$ cat src/core/rwsp_pkg.sv
package rwsp_pkg;
   // register addresses on the control port
   localparam logic [7:0] ADDR_PROGRAM_INDEX = 8'h6C;
   localparam logic [7:0] ADDR_STEP_TARGET   = 8'h6D;
   localparam logic [7:0] ADDR_STEP_PAYLOAD  = 8'h6E;
   localparam logic [7:0] ADDR_RUN_CONTROL   = 8'h6F;
   localparam logic [7:0] ADDR_RUN_STATUS    = 8'h70;
   localparam logic [7:0] ADDR_DUMMY         = 8'hFF;

   // program index register fields
   localparam int PIDX_INDEX_LSB = 0;
   localparam int PIDX_INDEX_W   = 5;
   localparam int PIDX_CLKON_BIT = 8;

   // step target descriptor fields
   localparam int TGT_ADDR_LSB  = 0;
   localparam int TGT_ADDR_W    = 8;
   localparam int TGT_START_LSB = 8;
   localparam int TGT_START_W   = 4;
   localparam int TGT_WIDTH_LSB = 12;
   localparam int TGT_WIDTH_W   = 3;

   // step payload descriptor fields
   localparam int PAY_DATA_LSB  = 0;
   localparam int PAY_DATA_W    = 8;
   localparam int PAY_DELAY_LSB = 8;
   localparam int PAY_DELAY_W   = 4;
   localparam int PAY_LAST_BIT  = 15;

   // run control and status fields
   localparam int RUN_ENTRY_LSB  = 0;
   localparam int RUN_ENTRY_W    = 6;
   localparam int RUN_TRIG_BIT   = 8;
   localparam int RUN_CANCEL_BIT = 9;
   localparam int STAT_BUSY_BIT  = 0;
   localparam int STAT_CUR_LSB   = 4;

   // memory layout
   localparam int RAM_ENTRIES          = 32;
   localparam logic [5:0] ROM_FIRST    = 6'h20;
   localparam logic [5:0] ROM_LAST     = 6'h30;
   localparam logic [15:0] ROM_TARGET  = 16'h00FF;
   localparam logic [15:0] ROM_PAYLOAD = 16'h8000;

   // step timing: delay unit and extra units per step
   localparam real TICK_US           = 62.5;
   localparam real CLOCK_MHZ         = 100.0;
   localparam int  TICK_CYCLES       = int'(TICK_US * CLOCK_MHZ);
   localparam logic [15:0] STEP_BASE = 16'h0008;

   localparam logic [15:0] RESET_HALF = 16'h0000;
endpackage

$ cat src/core/rwsp_timebase.sv
`timescale 1ns/1ps
// divider, held at zero while not running, giving one enable pulse per delay unit
module rwsp_timebase #(
   parameter int DIVIDE = rwsp_pkg::TICK_CYCLES
) (
   input  wire logic clock_i,
   input  wire logic rst_i,
   input  wire logic run_i,
   output logic      tick_o
);
   localparam int CW = $clog2(DIVIDE + 1);
   logic [CW-1:0] count_r;

   generate
      if (DIVIDE < 2) begin : g_bad
         $error("rwsp_timebase: DIVIDE must be at least 2");
      end
   endgenerate

   // restart from zero whenever stopped so each step gets whole units
   always_ff @(posedge clock_i or posedge rst_i) begin
      if (rst_i) begin
         count_r <= '0;
      end else if (!run_i || count_r == CW'(DIVIDE - 1)) begin
         count_r <= '0;
      end else begin
         count_r <= count_r + 1'b1;
      end
   end

   assign tick_o = run_i && (count_r == CW'(DIVIDE - 1));
endmodule // rwsp_timebase

$ cat src/core/rwsp_sequencer.sv
`timescale 1ns/1ps
// Behaviour
// - five-bit program index selects RAM entry 0-31
// - entries 32-48 are fixed, not programmable
// - descriptor writes land in selected entry
// - target address in descriptor bits 7:0
// - start field 11:8 gives field LSB
// - width field 14:12 means code plus one
// - only the selected field bits change
// - payload 7:0, bits above width ignored
// - step time 62.5us times (2^D+8)
// - last-step flag stops, else next entry
// - zero to bit 0 of FFh changes nothing
// - run trigger starts at run entry index
// - self-clearing trigger; busy blocks host writes
// - cancel stops at once, host regains control
// - sequence end raises completion flag
module rwsp_sequencer #(
   parameter int TICK_DIVIDE = rwsp_pkg::TICK_CYCLES
) (
   input  wire logic        clock_i,
   input  wire logic        rst_i,
   input  wire logic        core_clock_on_i,
   input  wire logic [7:0]  reg_addr_i,
   input  wire logic [15:0] reg_wdata_i,
   input  wire logic        reg_we_i,
   input  wire logic        reg_re_i,
   output logic      [15:0] reg_rdata_o,
   output logic             host_ctl_we_o,
   output logic             ctl_we_o,
   output logic      [7:0]  ctl_addr_o,
   output logic      [15:0] ctl_mask_o,
   output logic      [15:0] ctl_data_o,
   output logic             runner_active_flag_o,
   output logic             run_done_flag_o
);
   typedef enum logic [1:0] {RWSP_IDLE, RWSP_WRITE, RWSP_WAIT} rwsp_state_type;

   rwsp_state_type state_r;
   logic [15:0] target_mem [rwsp_pkg::RAM_ENTRIES];
   logic [15:0] payload_mem [rwsp_pkg::RAM_ENTRIES];
   logic [4:0]  program_entry_index_r;
   logic        runner_clock_on_r;
   logic [5:0]  run_entry_index_r;
   logic [5:0]  current_index_r;
   logic [15:0] units_r;
   logic        tick;
   logic        busy;
   logic        seq_reg;
   logic        wr_trig;
   logic        wr_cancel;
   logic [15:0] cur_target;
   logic [15:0] cur_payload;
   logic [7:0]  step_target_address;
   logic [3:0]  step_lsb_position;
   logic [2:0]  step_field_width;
   logic [7:0]  step_payload;
   logic [3:0]  step_delay_code;
   logic        last_step_flag;
   logic [23:0] wide_mask;
   logic [23:0] wide_data;
   logic [7:0]  low_mask;

   assign busy = (state_r != RWSP_IDLE);
   assign runner_active_flag_o = busy;
   assign seq_reg = (reg_addr_i >= rwsp_pkg::ADDR_PROGRAM_INDEX) && (reg_addr_i <= rwsp_pkg::ADDR_RUN_STATUS);
   assign wr_trig = reg_we_i && (reg_addr_i == rwsp_pkg::ADDR_RUN_CONTROL) && reg_wdata_i[rwsp_pkg::RUN_TRIG_BIT];
   assign wr_cancel = reg_we_i && (reg_addr_i == rwsp_pkg::ADDR_RUN_CONTROL)
                      && reg_wdata_i[rwsp_pkg::RUN_CANCEL_BIT];

   // host writes to ordinary control registers are let through only while idle
   assign host_ctl_we_o = reg_we_i && !seq_reg && !busy;

   rwsp_timebase #(
      .DIVIDE (TICK_DIVIDE)
   ) u_timebase (
      .clock_i (clock_i),
      .rst_i   (rst_i),
      .run_i   (busy && runner_clock_on_r && core_clock_on_i),
      .tick_o  (tick)
   );

   // descriptor RAM has no reset so programmed steps survive a soft reset
   always_ff @(posedge clock_i) begin
      if (reg_we_i && reg_addr_i == rwsp_pkg::ADDR_STEP_TARGET) begin
         target_mem[program_entry_index_r] <= reg_wdata_i;
      end
      if (reg_we_i && reg_addr_i == rwsp_pkg::ADDR_STEP_PAYLOAD) begin
         payload_mem[program_entry_index_r] <= reg_wdata_i;
      end
   end

   // fixed entries come from constants and ignore the programming registers
   always_comb begin
      if (current_index_r < 6'(rwsp_pkg::RAM_ENTRIES)) begin
         cur_target  = target_mem[current_index_r[4:0]];
         cur_payload = payload_mem[current_index_r[4:0]];
      end else begin
         cur_target  = rwsp_pkg::ROM_TARGET;
         cur_payload = rwsp_pkg::ROM_PAYLOAD;
      end
   end

   // descriptor field split
   assign step_target_address = cur_target[rwsp_pkg::TGT_ADDR_LSB +: rwsp_pkg::TGT_ADDR_W];
   assign step_lsb_position   = cur_target[rwsp_pkg::TGT_START_LSB +: rwsp_pkg::TGT_START_W];
   assign step_field_width    = cur_target[rwsp_pkg::TGT_WIDTH_LSB +: rwsp_pkg::TGT_WIDTH_W];
   assign step_payload        = cur_payload[rwsp_pkg::PAY_DATA_LSB +: rwsp_pkg::PAY_DATA_W];
   assign step_delay_code     = cur_payload[rwsp_pkg::PAY_DELAY_LSB +: rwsp_pkg::PAY_DELAY_W];
   assign last_step_flag      = cur_payload[rwsp_pkg::PAY_LAST_BIT];

   // field mask built wide, then cut to 16 bits so overflow bits simply vanish
   assign low_mask  = 8'((9'h002 << step_field_width) - 9'h001);
   assign wide_mask = 24'({16'h0000, low_mask} << step_lsb_position);
   assign wide_data = 24'({16'h0000, step_payload & low_mask} << step_lsb_position);

   // program index and runner clock enable
   always_ff @(posedge clock_i or posedge rst_i) begin
      if (rst_i) begin
         program_entry_index_r <= 5'h00;
         runner_clock_on_r     <= 1'b0;
      end else if (reg_we_i && reg_addr_i == rwsp_pkg::ADDR_PROGRAM_INDEX) begin
         program_entry_index_r <= reg_wdata_i[rwsp_pkg::PIDX_INDEX_LSB +: rwsp_pkg::PIDX_INDEX_W];
         runner_clock_on_r     <= reg_wdata_i[rwsp_pkg::PIDX_CLKON_BIT];
      end
   end

   // start index is stored on any run control write made while idle
   always_ff @(posedge clock_i or posedge rst_i) begin
      if (rst_i) begin
         run_entry_index_r <= 6'h00;
      end else if (reg_we_i && reg_addr_i == rwsp_pkg::ADDR_RUN_CONTROL && !busy) begin
         run_entry_index_r <= reg_wdata_i[rwsp_pkg::RUN_ENTRY_LSB +: rwsp_pkg::RUN_ENTRY_W];
      end
   end

   // step engine; reserved start indices 49-63 are refused and nothing runs
   always_ff @(posedge clock_i or posedge rst_i) begin
      if (rst_i) begin
         state_r         <= RWSP_IDLE;
         current_index_r <= 6'h00;
         units_r         <= 16'h0000;
      end else if (wr_cancel) begin
         state_r <= RWSP_IDLE;
      end else begin
         unique case (state_r)
            RWSP_IDLE: begin
               if (wr_trig
                   && reg_wdata_i[rwsp_pkg::RUN_ENTRY_LSB +: rwsp_pkg::RUN_ENTRY_W] <= rwsp_pkg::ROM_LAST) begin
                  current_index_r <= reg_wdata_i[rwsp_pkg::RUN_ENTRY_LSB +: rwsp_pkg::RUN_ENTRY_W];
                  state_r         <= RWSP_WRITE;
               end
            end
            RWSP_WRITE: begin
               units_r <= (16'h0001 << step_delay_code) + rwsp_pkg::STEP_BASE;
               state_r <= RWSP_WAIT;
            end
            RWSP_WAIT: begin
               if (tick && units_r <= 16'h0001) begin
                  if (last_step_flag || current_index_r == rwsp_pkg::ROM_LAST) begin
                     state_r <= RWSP_IDLE;
                  end else begin
                     current_index_r <= current_index_r + 6'h01;
                     state_r         <= RWSP_WRITE;
                  end
               end else if (tick) begin
                  units_r <= units_r - 16'h0001;
               end
            end
         endcase
      end
   end

   // one masked write per step; the dummy address never reaches the registers
   always_ff @(posedge clock_i or posedge rst_i) begin
      if (rst_i) begin
         ctl_we_o   <= 1'b0;
         ctl_addr_o <= 8'h00;
         ctl_mask_o <= rwsp_pkg::RESET_HALF;
         ctl_data_o <= rwsp_pkg::RESET_HALF;
      end else begin
         ctl_we_o <= (state_r == RWSP_WRITE) && !wr_cancel
                     && (step_target_address != rwsp_pkg::ADDR_DUMMY);
         if (state_r == RWSP_WRITE) begin
            ctl_addr_o <= step_target_address;
            ctl_mask_o <= wide_mask[15:0];
            ctl_data_o <= wide_data[15:0];
         end
      end
   end

   // completion pulse only on a natural end, not on cancel
   always_ff @(posedge clock_i or posedge rst_i) begin
      if (rst_i) begin
         run_done_flag_o <= 1'b0;
      end else begin
         run_done_flag_o <= !wr_cancel && (state_r == RWSP_WAIT) && tick && (units_r <= 16'h0001)
                            && (last_step_flag || current_index_r == rwsp_pkg::ROM_LAST);
      end
   end

   // register read data, one cycle after the read strobe
   always_ff @(posedge clock_i or posedge rst_i) begin
      if (rst_i) begin
         reg_rdata_o <= 16'h0000;
      end else if (reg_re_i) begin
         unique case (reg_addr_i)
            rwsp_pkg::ADDR_PROGRAM_INDEX: reg_rdata_o <= {7'h00, runner_clock_on_r, 3'h0, program_entry_index_r};
            rwsp_pkg::ADDR_STEP_TARGET:   reg_rdata_o <= target_mem[program_entry_index_r];
            rwsp_pkg::ADDR_STEP_PAYLOAD:  reg_rdata_o <= payload_mem[program_entry_index_r];
            rwsp_pkg::ADDR_RUN_CONTROL:   reg_rdata_o <= {7'h00, busy, 2'h0, run_entry_index_r};
            rwsp_pkg::ADDR_RUN_STATUS:    reg_rdata_o <= {6'h00, current_index_r, 3'h0, busy};
            default:                      reg_rdata_o <= 16'h0000;
         endcase
      end
   end
endmodule // rwsp_sequencer

$ cat config.mk
export PLATFORM = sky130hd
export DESIGN_NAME = rwsp_sequencer
export DESIGN_NICKNAME = d
export VERILOG_FILES = /design/src/core/rwsp_pkg.sv /design/src/core/rwsp_timebase.sv /design/src/core/rwsp_sequencer.sv
export SDC_FILE = /design/constraint.sdc
export NUM_CORES = 2
export LEC_CHECK = 0
export BUFFER_PORTS_ARGS = -buffer_cell sky130_fd_sc_hd__buf_2
export CORE_MARGIN = 3
export CORE_UTILIZATION = 57
export CTS_CLUSTER_DIAMETER = 80
export DETAILED_ROUTE_END_ITERATION = 10
export GPL_TIMING_DRIVEN = 0
export PLACE_DENSITY = 0.76
export SLEW_MARGIN = 20
export SYNTH_ARGS = -nofsm -noshare
export SYNTH_HDL_FRONTEND = slang
export SYNTH_SLANG_ARGS = --single-unit
export TNS_END_PERCENT = 50
$ cat constraint.sdc
create_clock -name clock_i -period 4.26 [get_ports clock_i]
set_clock_uncertainty 0.1 [all_clocks]
set_input_delay 0.639 -clock clock_i [delete_from_list [all_inputs] [get_ports clock_i]]
set_output_delay 0.639 -clock clock_i [all_outputs]
set_load 0.02 [all_outputs]
# ---- Word level (Yosys, flattened, before mapping)
# Memories as Yosys holds them, arrays and structs flattened.
# Cells that the tools add are included.
dict set report totals {
  regBits 107
  word_cells 102
  out_inout_bits 60
  mem_bits_rw 1024
  in_bits 29
  mem_count 2
}
dict set report classes {
  n_mux 20
  n_reduce_logical 34
  n_shift 4
  n_eq_ne 17
  magnitude_cmp 5
  n_addsub 5
  bitwise_logic 2
}
# name depth word_bits rd rd_ports_with_merged_regs write_ports line_no
set mem_list {}
lappend mem_list {payload_mem 32 16 2 0 1 rwsp_sequencer.sv:41} ;# logic [15:0] payload_mem [rwsp_pkg::RAM_ENTRIES];
lappend mem_list {target_mem 32 16 2 0 1 rwsp_sequencer.sv:40} ;# logic [15:0] target_mem [rwsp_pkg::RAM_ENTRIES];
# op count
set op_table {}
lappend op_table {{16-bit one-hot mux with 5 select lines} 1}
lappend op_table {{16-bit 2-to-1 mux} 3}
lappend op_table {{8-bit by 7-bit == test with 1-bit output, second input constant} 5}
lappend op_table {{16-bit one-hot mux with 2 select lines} 1}
lappend op_table {{8-bit by 4-bit << shifter with 16-bit output} 2}
lappend op_table {{1-bit logical AND} 21}
lappend op_table {{6-bit 2-to-1 mux} 3}
lappend op_table {{16-bit by 4-bit adder with 16-bit output, second input constant} 1}
lappend op_table {{16-bit by 1-bit less-or-equal comparator with 1-bit output, second input constant} 1}
lappend op_table {{1-bit by 4-bit << shifter with 16-bit output, first input constant} 1}
lappend op_table {{16-bit by 1-bit subtractor with 16-bit output, second input constant} 1}
lappend op_table {{15-bit 2-to-1 mux} 1}
lappend op_table {{13-bit by 1-bit adder with 13-bit output, second input constant} 1}
lappend op_table {{13-bit == test, second input constant} 1}
lappend op_table {{13-bit 2-to-1 mux} 1}
lappend op_table {{6-bit one-hot mux with 2 select lines} 1}
lappend op_table {{2-bit != test, second input constant} 5}
lappend op_table {{8-bit bitwise AND} 1}
lappend op_table {{8-bit by 7-bit >= comparator with 1-bit output, second input constant} 1}
lappend op_table {{8-bit by 7-bit less-or-equal comparator with 1-bit output, second input constant} 1}
lappend op_table {{8-bit != test, second input constant} 1}
lappend op_table {{2-bit by 3-bit << shifter with 8-bit output, first input constant} 1}
lappend op_table {{8-bit by 1-bit subtractor with 8-bit output, second input constant} 1}
lappend op_table {{6-bit by 1-bit adder with 6-bit output, second input constant} 1}
lappend op_table {{17 further kinds} 30}

# ---- Depth between registers and ports, before layout
dict set report depth {
  word_depth 8
  mapped_depth 17
  depth_no_buf 14
}

# ---- Hierarchy
# From an unflattened synthesis, not the netlist that was laid out.
dict set report unflattened {
  cells_unflattened 2848
  hier_area_um2 51906.0
}
# module instances cells_per_inst area_per_inst_um2 seq_area_each_um2
set by_module_without_submodules {}
lappend by_module_without_submodules {rwsp_sequencer 1 2777 51197.9 33101.7}
lappend by_module_without_submodules {rwsp_timebase 1 71 708.2 325.3}

# ---- Worst setup path after synthesis
# OpenSTA, ideal clock, no wires.
dict set report synth_timing {
  kind {register to register}
  from {reg current_index_r[2]}
  to {reg ctl_data_o[11]}
  arrival_ps 3835
  slack_ps 236
  required_time_ps 4072
  stages_incl_launch_ff 16
  setup_time_ps 88
  path_cell_list {dfrtp_1 > clkbuf_1 > or3b_2 > clkbuf_1 > o221ai_1 > a21oi_1 > a221oi_2 > nor2_1 > inv_1 > ha_1 > clkbuf_1 > clkinv_1 > o32ai_1 > a311oi_1 > or2_2 > o211ai_1}
}
dict set report synth_via {
  elab_chain_cells 6
  word_cells_on_any_way 9
  cone_classes {add/sub (1); order compare (1); shift (2); mux (2); bitwise (1); memory (2)}
}
# item line_no
set synth_rtl {}
lappend synth_rtl {{from (decl)} rwsp_sequencer.sv:45} ;# logic [5:0] current_index_r;
lappend synth_rtl {{from (signal assigned)} rwsp_sequencer.sv:150} ;# current_index_r <= reg_wdata_i[rwsp_pkg::RUN_ENTRY_LSB +: rwsp_pkg::RUN_ENTRY_W];
lappend synth_rtl {{from (signal assigned)} rwsp_sequencer.sv:163} ;# current_index_r <= current_index_r + 6'h01;
lappend synth_rtl {{memory read 32 x 16 bit or 6-bit less-than comparator (tied branches)} --}
lappend synth_rtl {{15-bit 2-to-1 mux} rwsp_sequencer.sv:95} ;# if (current_index_r < 6'(rwsp_pkg::RAM_ENTRIES)) begin
lappend synth_rtl {{2-bit by 3-bit << shifter with 8-bit output} rwsp_sequencer.sv:113} ;# assign low_mask = 8'((9'h002 << step_field_width) - 9'h001);
lappend synth_rtl {{8-bit by 1-bit subtractor with 8-bit output} rwsp_sequencer.sv:113}
lappend synth_rtl {{8-bit bitwise AND} rwsp_sequencer.sv:115} ;# assign wide_data = 24'({16'h0000, step_payload & low_mask} << step_lsb_position);
lappend synth_rtl {{8-bit by 4-bit << shifter with 16-bit output *} rwsp_sequencer.sv:115}
lappend synth_rtl {{to (signal assigned)} rwsp_sequencer.sv:180} ;# ctl_data_o <= rwsp_pkg::RESET_HALF;
lappend synth_rtl {{to (signal assigned)} rwsp_sequencer.sv:187} ;# ctl_data_o <= wide_data[15:0];
lappend synth_rtl {{to (decl)} rwsp_sequencer.sv:33} ;# output logic [15:0] ctl_data_o,
# Mark *: on every way between the ends. The rest lies on a longest branch, timed or not.
# A chain may end at the register's enable or synchronous reset.

# ---- Worst setup path after layout
dict set report layout_timing {
  from {reg program_entry_index_r[3]}
  to {reg reg_rdata_o[1]}
}
dict set report layout_via {
  elab_chain_cells 2
  word_cells_on_any_way 3
  cone_classes {mux (1); memory (2)}
}
# item line_no
set layout_rtl {}
lappend layout_rtl {{from (decl)} rwsp_sequencer.sv:42} ;# logic [4:0] program_entry_index_r;
lappend layout_rtl {{from (signal assigned)} rwsp_sequencer.sv:123} ;# program_entry_index_r <= reg_wdata_i[rwsp_pkg::PIDX_INDEX_LSB +: rwsp_pkg::PIDX_INDEX_W];
lappend layout_rtl {{memory read 32 x 16 bit, on equally long branches} --}
lappend layout_rtl {{16-bit one-hot mux with 5 select lines *} rwsp_sequencer.sv:207} ;# unique case (reg_addr_i)
lappend layout_rtl {{to (signal assigned)} rwsp_sequencer.sv:208} ;# rwsp_pkg::ADDR_PROGRAM_INDEX: reg_rdata_o <= {7'h00, runner_clock_on_r, 3'h0, program_entry_index_r};
lappend layout_rtl {{to (signal assigned)} rwsp_sequencer.sv:209} ;# rwsp_pkg::ADDR_STEP_TARGET: reg_rdata_o <= target_mem[program_entry_index_r];
lappend layout_rtl {{to (signal assigned)} rwsp_sequencer.sv:210} ;# rwsp_pkg::ADDR_STEP_PAYLOAD: reg_rdata_o <= payload_mem[program_entry_index_r];
lappend layout_rtl {{to (decl)} rwsp_sequencer.sv:28} ;# output logic [15:0] reg_rdata_o,
# Marks and branches as above.

==> results.yml <==
run_status:
  status: "complete, but fails checks"
  violations: "setup timing"
clock_network:
  cts_made_buffers: 114
  cts.clk_slew.worst_paths_ns: 0.07
  clk_latency_ns: 0.74
  cts_buffer_depth: 3
  root_buffer: "clkbuf_16"
  cts_tree: "yes"
  htreeDepth: 3
  cts_sinks: 1131
power_and_ir_drop:
  irDropWorstVdd_v: 0.000463
  power_mw: 35.4
  leakage_nw: 19.6
  power_density_nw_per_um2: 580
global_route:
  grt_antenna_before_repair: 9
  grt_pass1_vias: 35000
  gr-total-overflow: 0
  grt_start_max_net_pins: 69
  track_usage: 0.430
  grt_pass1_wl_mm: 276
worst_setup_path:
  crit_start: "program_entry_index_r[3]$_DFFE_PP0P_"
  endpoint: "reg_rdata_o[1]$_DFFE_PP0P_"
  reg2reg_from: "program_entry_index_r[3]$_DFFE_PP0P_"
  r2r-end: "reg_rdata_o[1]$_DFFE_PP0P_"
  cp-end-kind: "register"
  cp_data_arrival_time_ns: 5.09
  r2r_cells: 9
  path_max_fanout: 10
  required_ns: 4.71
  critPathKind: "register to register"
  reg2reg_slack_ns: -0.38
  cp-start-kind: "register"
timing:
  rsz0062_at_grt: "yes"
  finalMaxSlewViolations: 0
  tightest_slew_ns: 1.39
  setup_viol: 403
  fin_crit_ns: 4.64
  finalHoldViolations: 0
  worst_slack_ns: -0.377
  max_freq_ghz: 0.216
  finalCritPeriodShare: 1.09
  slew_headroom: 0.0755
routing:
  drt-initial-drc-count: 8080
  wl_met1_mm: 59.9
  dr_wl_met3_mm: 38.9
  ant_nets: 0
  wire_per_inst_um: 45.5
  drc: 0
  viasPerCell: 8.18
  routed.top_layer: "met5"
  dr_wl_met2_mm: 84.7
  wirelength_mm: 204
  dr.pass1.iters: 7
  via_count: 36600
synth:
  netlist_area_sq_um: 51900
  ys_warn_count: 0
  yosysSeqAreaShare: 0.644
  synth_edf_count: 1024
  synthCells: 2885
  async_flop_share: 0.0946
  synth_area_per_cell_sq_um: 18.0
  synth_nets: 2922
  synth_ff_type: "edfxtp_1"
  synth_cell_types: 72
  synth_seq_cells: 1131
final_layout:
  finalNetCount: 3247
  drive_gt1_frac: 0.358
  mostFrequentLayoutCell: "edfxtp_1"
  fillers: 5562
  final_cell_mix: "1024 x edfxtp_1, 493 x mux4_2, 147 x nand2_1"
  syn2layout_area_growth_pct: 17.5
  final_util: 0.677
floorplanning:
  core.rowCount: 110
  die_h_um: 308
  core_sq_um: 90100
  io_pins: 89
  dieArea_sq_um: 94700
  start_util: 0.576
  die_width_um: 308
placement:
  dpl.hpwl_mm: 133
  numPortBuffers: 87
  pre_cts_slack_ns: -1.75
  gp_congestion: 1.00
hold_path:
  hold_path_class: "input port to register"
run:
  maxCapViolCount: 0
## registers in the layout, indices dropped and copies added, names as in the netlist, 2 cells and up
register / flops
ctl_addr_o: 8
current_index_r: 6
ctl_mask_o: 16
u_timebase.count_r: 13
reg_rdata_o: 16
program_entry_index_r: 5
target_mem: 512
units_r: 16
payload_mem: 512
ctl_data_o: 16
state_r: 2
run_entry_index_r: 6
## through the flow
stage,hold WS (ns),cell area [sq um],std cells,TNS (ns)
floorplan,0.361,51900,2885,0
global placement,0.364,53800,4148,-2492.51
detailed placement,0.370,56100,4221,-877.79
CTS,0.236,60400,4453,-0.0182
global route,0.270,61000,4475,-1.10
finish,0.243,61000,4479,-29.26
## Yosys cell counts, types with 5 or more instances
| master | instances | share of area |
|---|---|---|
| o21a_1 | 6 | 0.00087 |
| a21o_1 | 5 | 0.00072 |
| nor3_1 | 27 | 0.0026 |
| o21ai_0 | 73 | 0.0070 |
| a2bb2oi_1 | 5 | 0.00084 |
| and2_1 | 7 | 0.00084 |
| nand4_1 | 16 | 0.0019 |
| o22ai_1 | 25 | 0.0030 |
| a221oi_1 | 34 | 0.0057 |
| dfrtp_1 | 107 | 0.052 |
| and3_1 | 22 | 0.0027 |
| clkbuf_1 | 106 | 0.0077 |
| o211ai_1 | 13 | 0.0019 |
| a21oi_1 | 58 | 0.0056 |
| buf_4 | 32 | 0.0046 |
| or3_1 | 10 | 0.0012 |
| xor2_1 | 6 | 0.0010 |
| edfxtp_1 | 1024 | 0.59 |
| inv_1 | 35 | 0.0025 |
| a221o_1 | 5 | 0.00096 |
| nand3_1 | 42 | 0.0040 |
| nor2_1 | 159 | 0.011 |
| a211oi_1 | 8 | 0.0012 |
| xnor2_1 | 5 | 0.00084 |
| a22oi_1 | 91 | 0.013 |
| buf_2 | 33 | 0.0032 |
| buf_1 | 32 | 0.0023 |
| nand2b_1 | 7 | 0.00084 |
| a22o_1 | 35 | 0.0059 |
| a31oi_1 | 29 | 0.0035 |
| a32oi_1 | 7 | 0.0012 |
| ha_1 | 8 | 0.0019 |
| mux2_2 | 25 | 0.0054 |
| mux2i_1 | 46 | 0.0089 |
| nand2_1 | 149 | 0.011 |
| nor4_1 | 13 | 0.0016 |
| a211o_1 | 6 | 0.0010 |
| mux4_2 | 493 | 0.21 |
| o221ai_1 | 8 | 0.0013 |
| nor2b_1 | 8 | 0.00096 |
## power breakdown
part	switching [mW]	total (mW)	internal (mW)	leakage, nW
combinational	8.27	13.0	4.77	7.34
sequential	0.246	12.6	12.4	10.6
clock	4.35	9.72	5.37	1.68
total	12.9	35.4	22.5	19.6
## how the worst min path moves through the flow
stage                                          start                              end  cells past startpoint
after floorplan               units_r[4]$_DFFE_PP0P_           units_r[4]$_DFFE_PP0P_                      2
after global placement     ctl_addr_o[7]$_DFFE_PP0P_        ctl_addr_o[7]$_DFFE_PP0P_                      2
after detailed placement  ctl_mask_o[10]$_DFFE_PP0P_       ctl_mask_o[10]$_DFFE_PP0P_                      1
after CTS                                   reg_re_i      reg_rdata_o[10]$_DFFE_PP0P_                      2
after global routing                 core_clock_on_i  u_timebase.count_r[9]$_DFF_PP0_                      3
final                                       reg_re_i      reg_rdata_o[10]$_DFFE_PP0P_                      2
## kinds of logic after synthesis
kind of cell	share of synthesized area
multiplexers	0.228
AND/OR/NAND/NOR	0.0420
buffers and inverters	0.0213
AO/OA/AOI/OAI	0.0608
flip-flops	0.644
adder cells (fa/ha/maj)	0.00193
XOR/XNOR	0.00186
## layout make-up
type                    count  area [sq um]  share of cell area
clock buffers             148          3010              0.0494
inverters                  39           161             0.00265
flip-flops and latches   1131         33400               0.548
diodes                      5          12.5            0.000205
clock inverters            56           458             0.00750
plain buffers             202          1370              0.0224
well taps                1176          1470              0.0241
repair buffers            213          2750              0.0450
multi-input cells        1509         18400               0.301
## critical path, stage by stage (launching register included)
cell and delay (ns):
dfrtp_1 0.46, inv_1 0.19, clkbuf_1 0.89, nor2_2 0.29
buf_6 0.28, clkbuf_1 0.52, a221oi_2 0.80, a31oi_1 0.22
a221oi_1 0.53, o22ai_1 0.12
## layer usage
layer  up-vias  global-route usage
li1      12900                   -
met1     18100               0.519
met2      4461               0.592
met3      1196               0.216
met4        14               0.325
met5         -              0.0137
## timing repair
item | 4_1_cts | 5_1_grt
pin swaps | 18 | 17
hold buffers | 1 | 0
buffers inserted | 31 | 21
gates resized for setup | 150 | 115
endpoints found under the hold margin | 43 | 0
endpoints found under the setup margin | 1103 | 431
No activity file was read; power rests on OpenSTA's default activity.
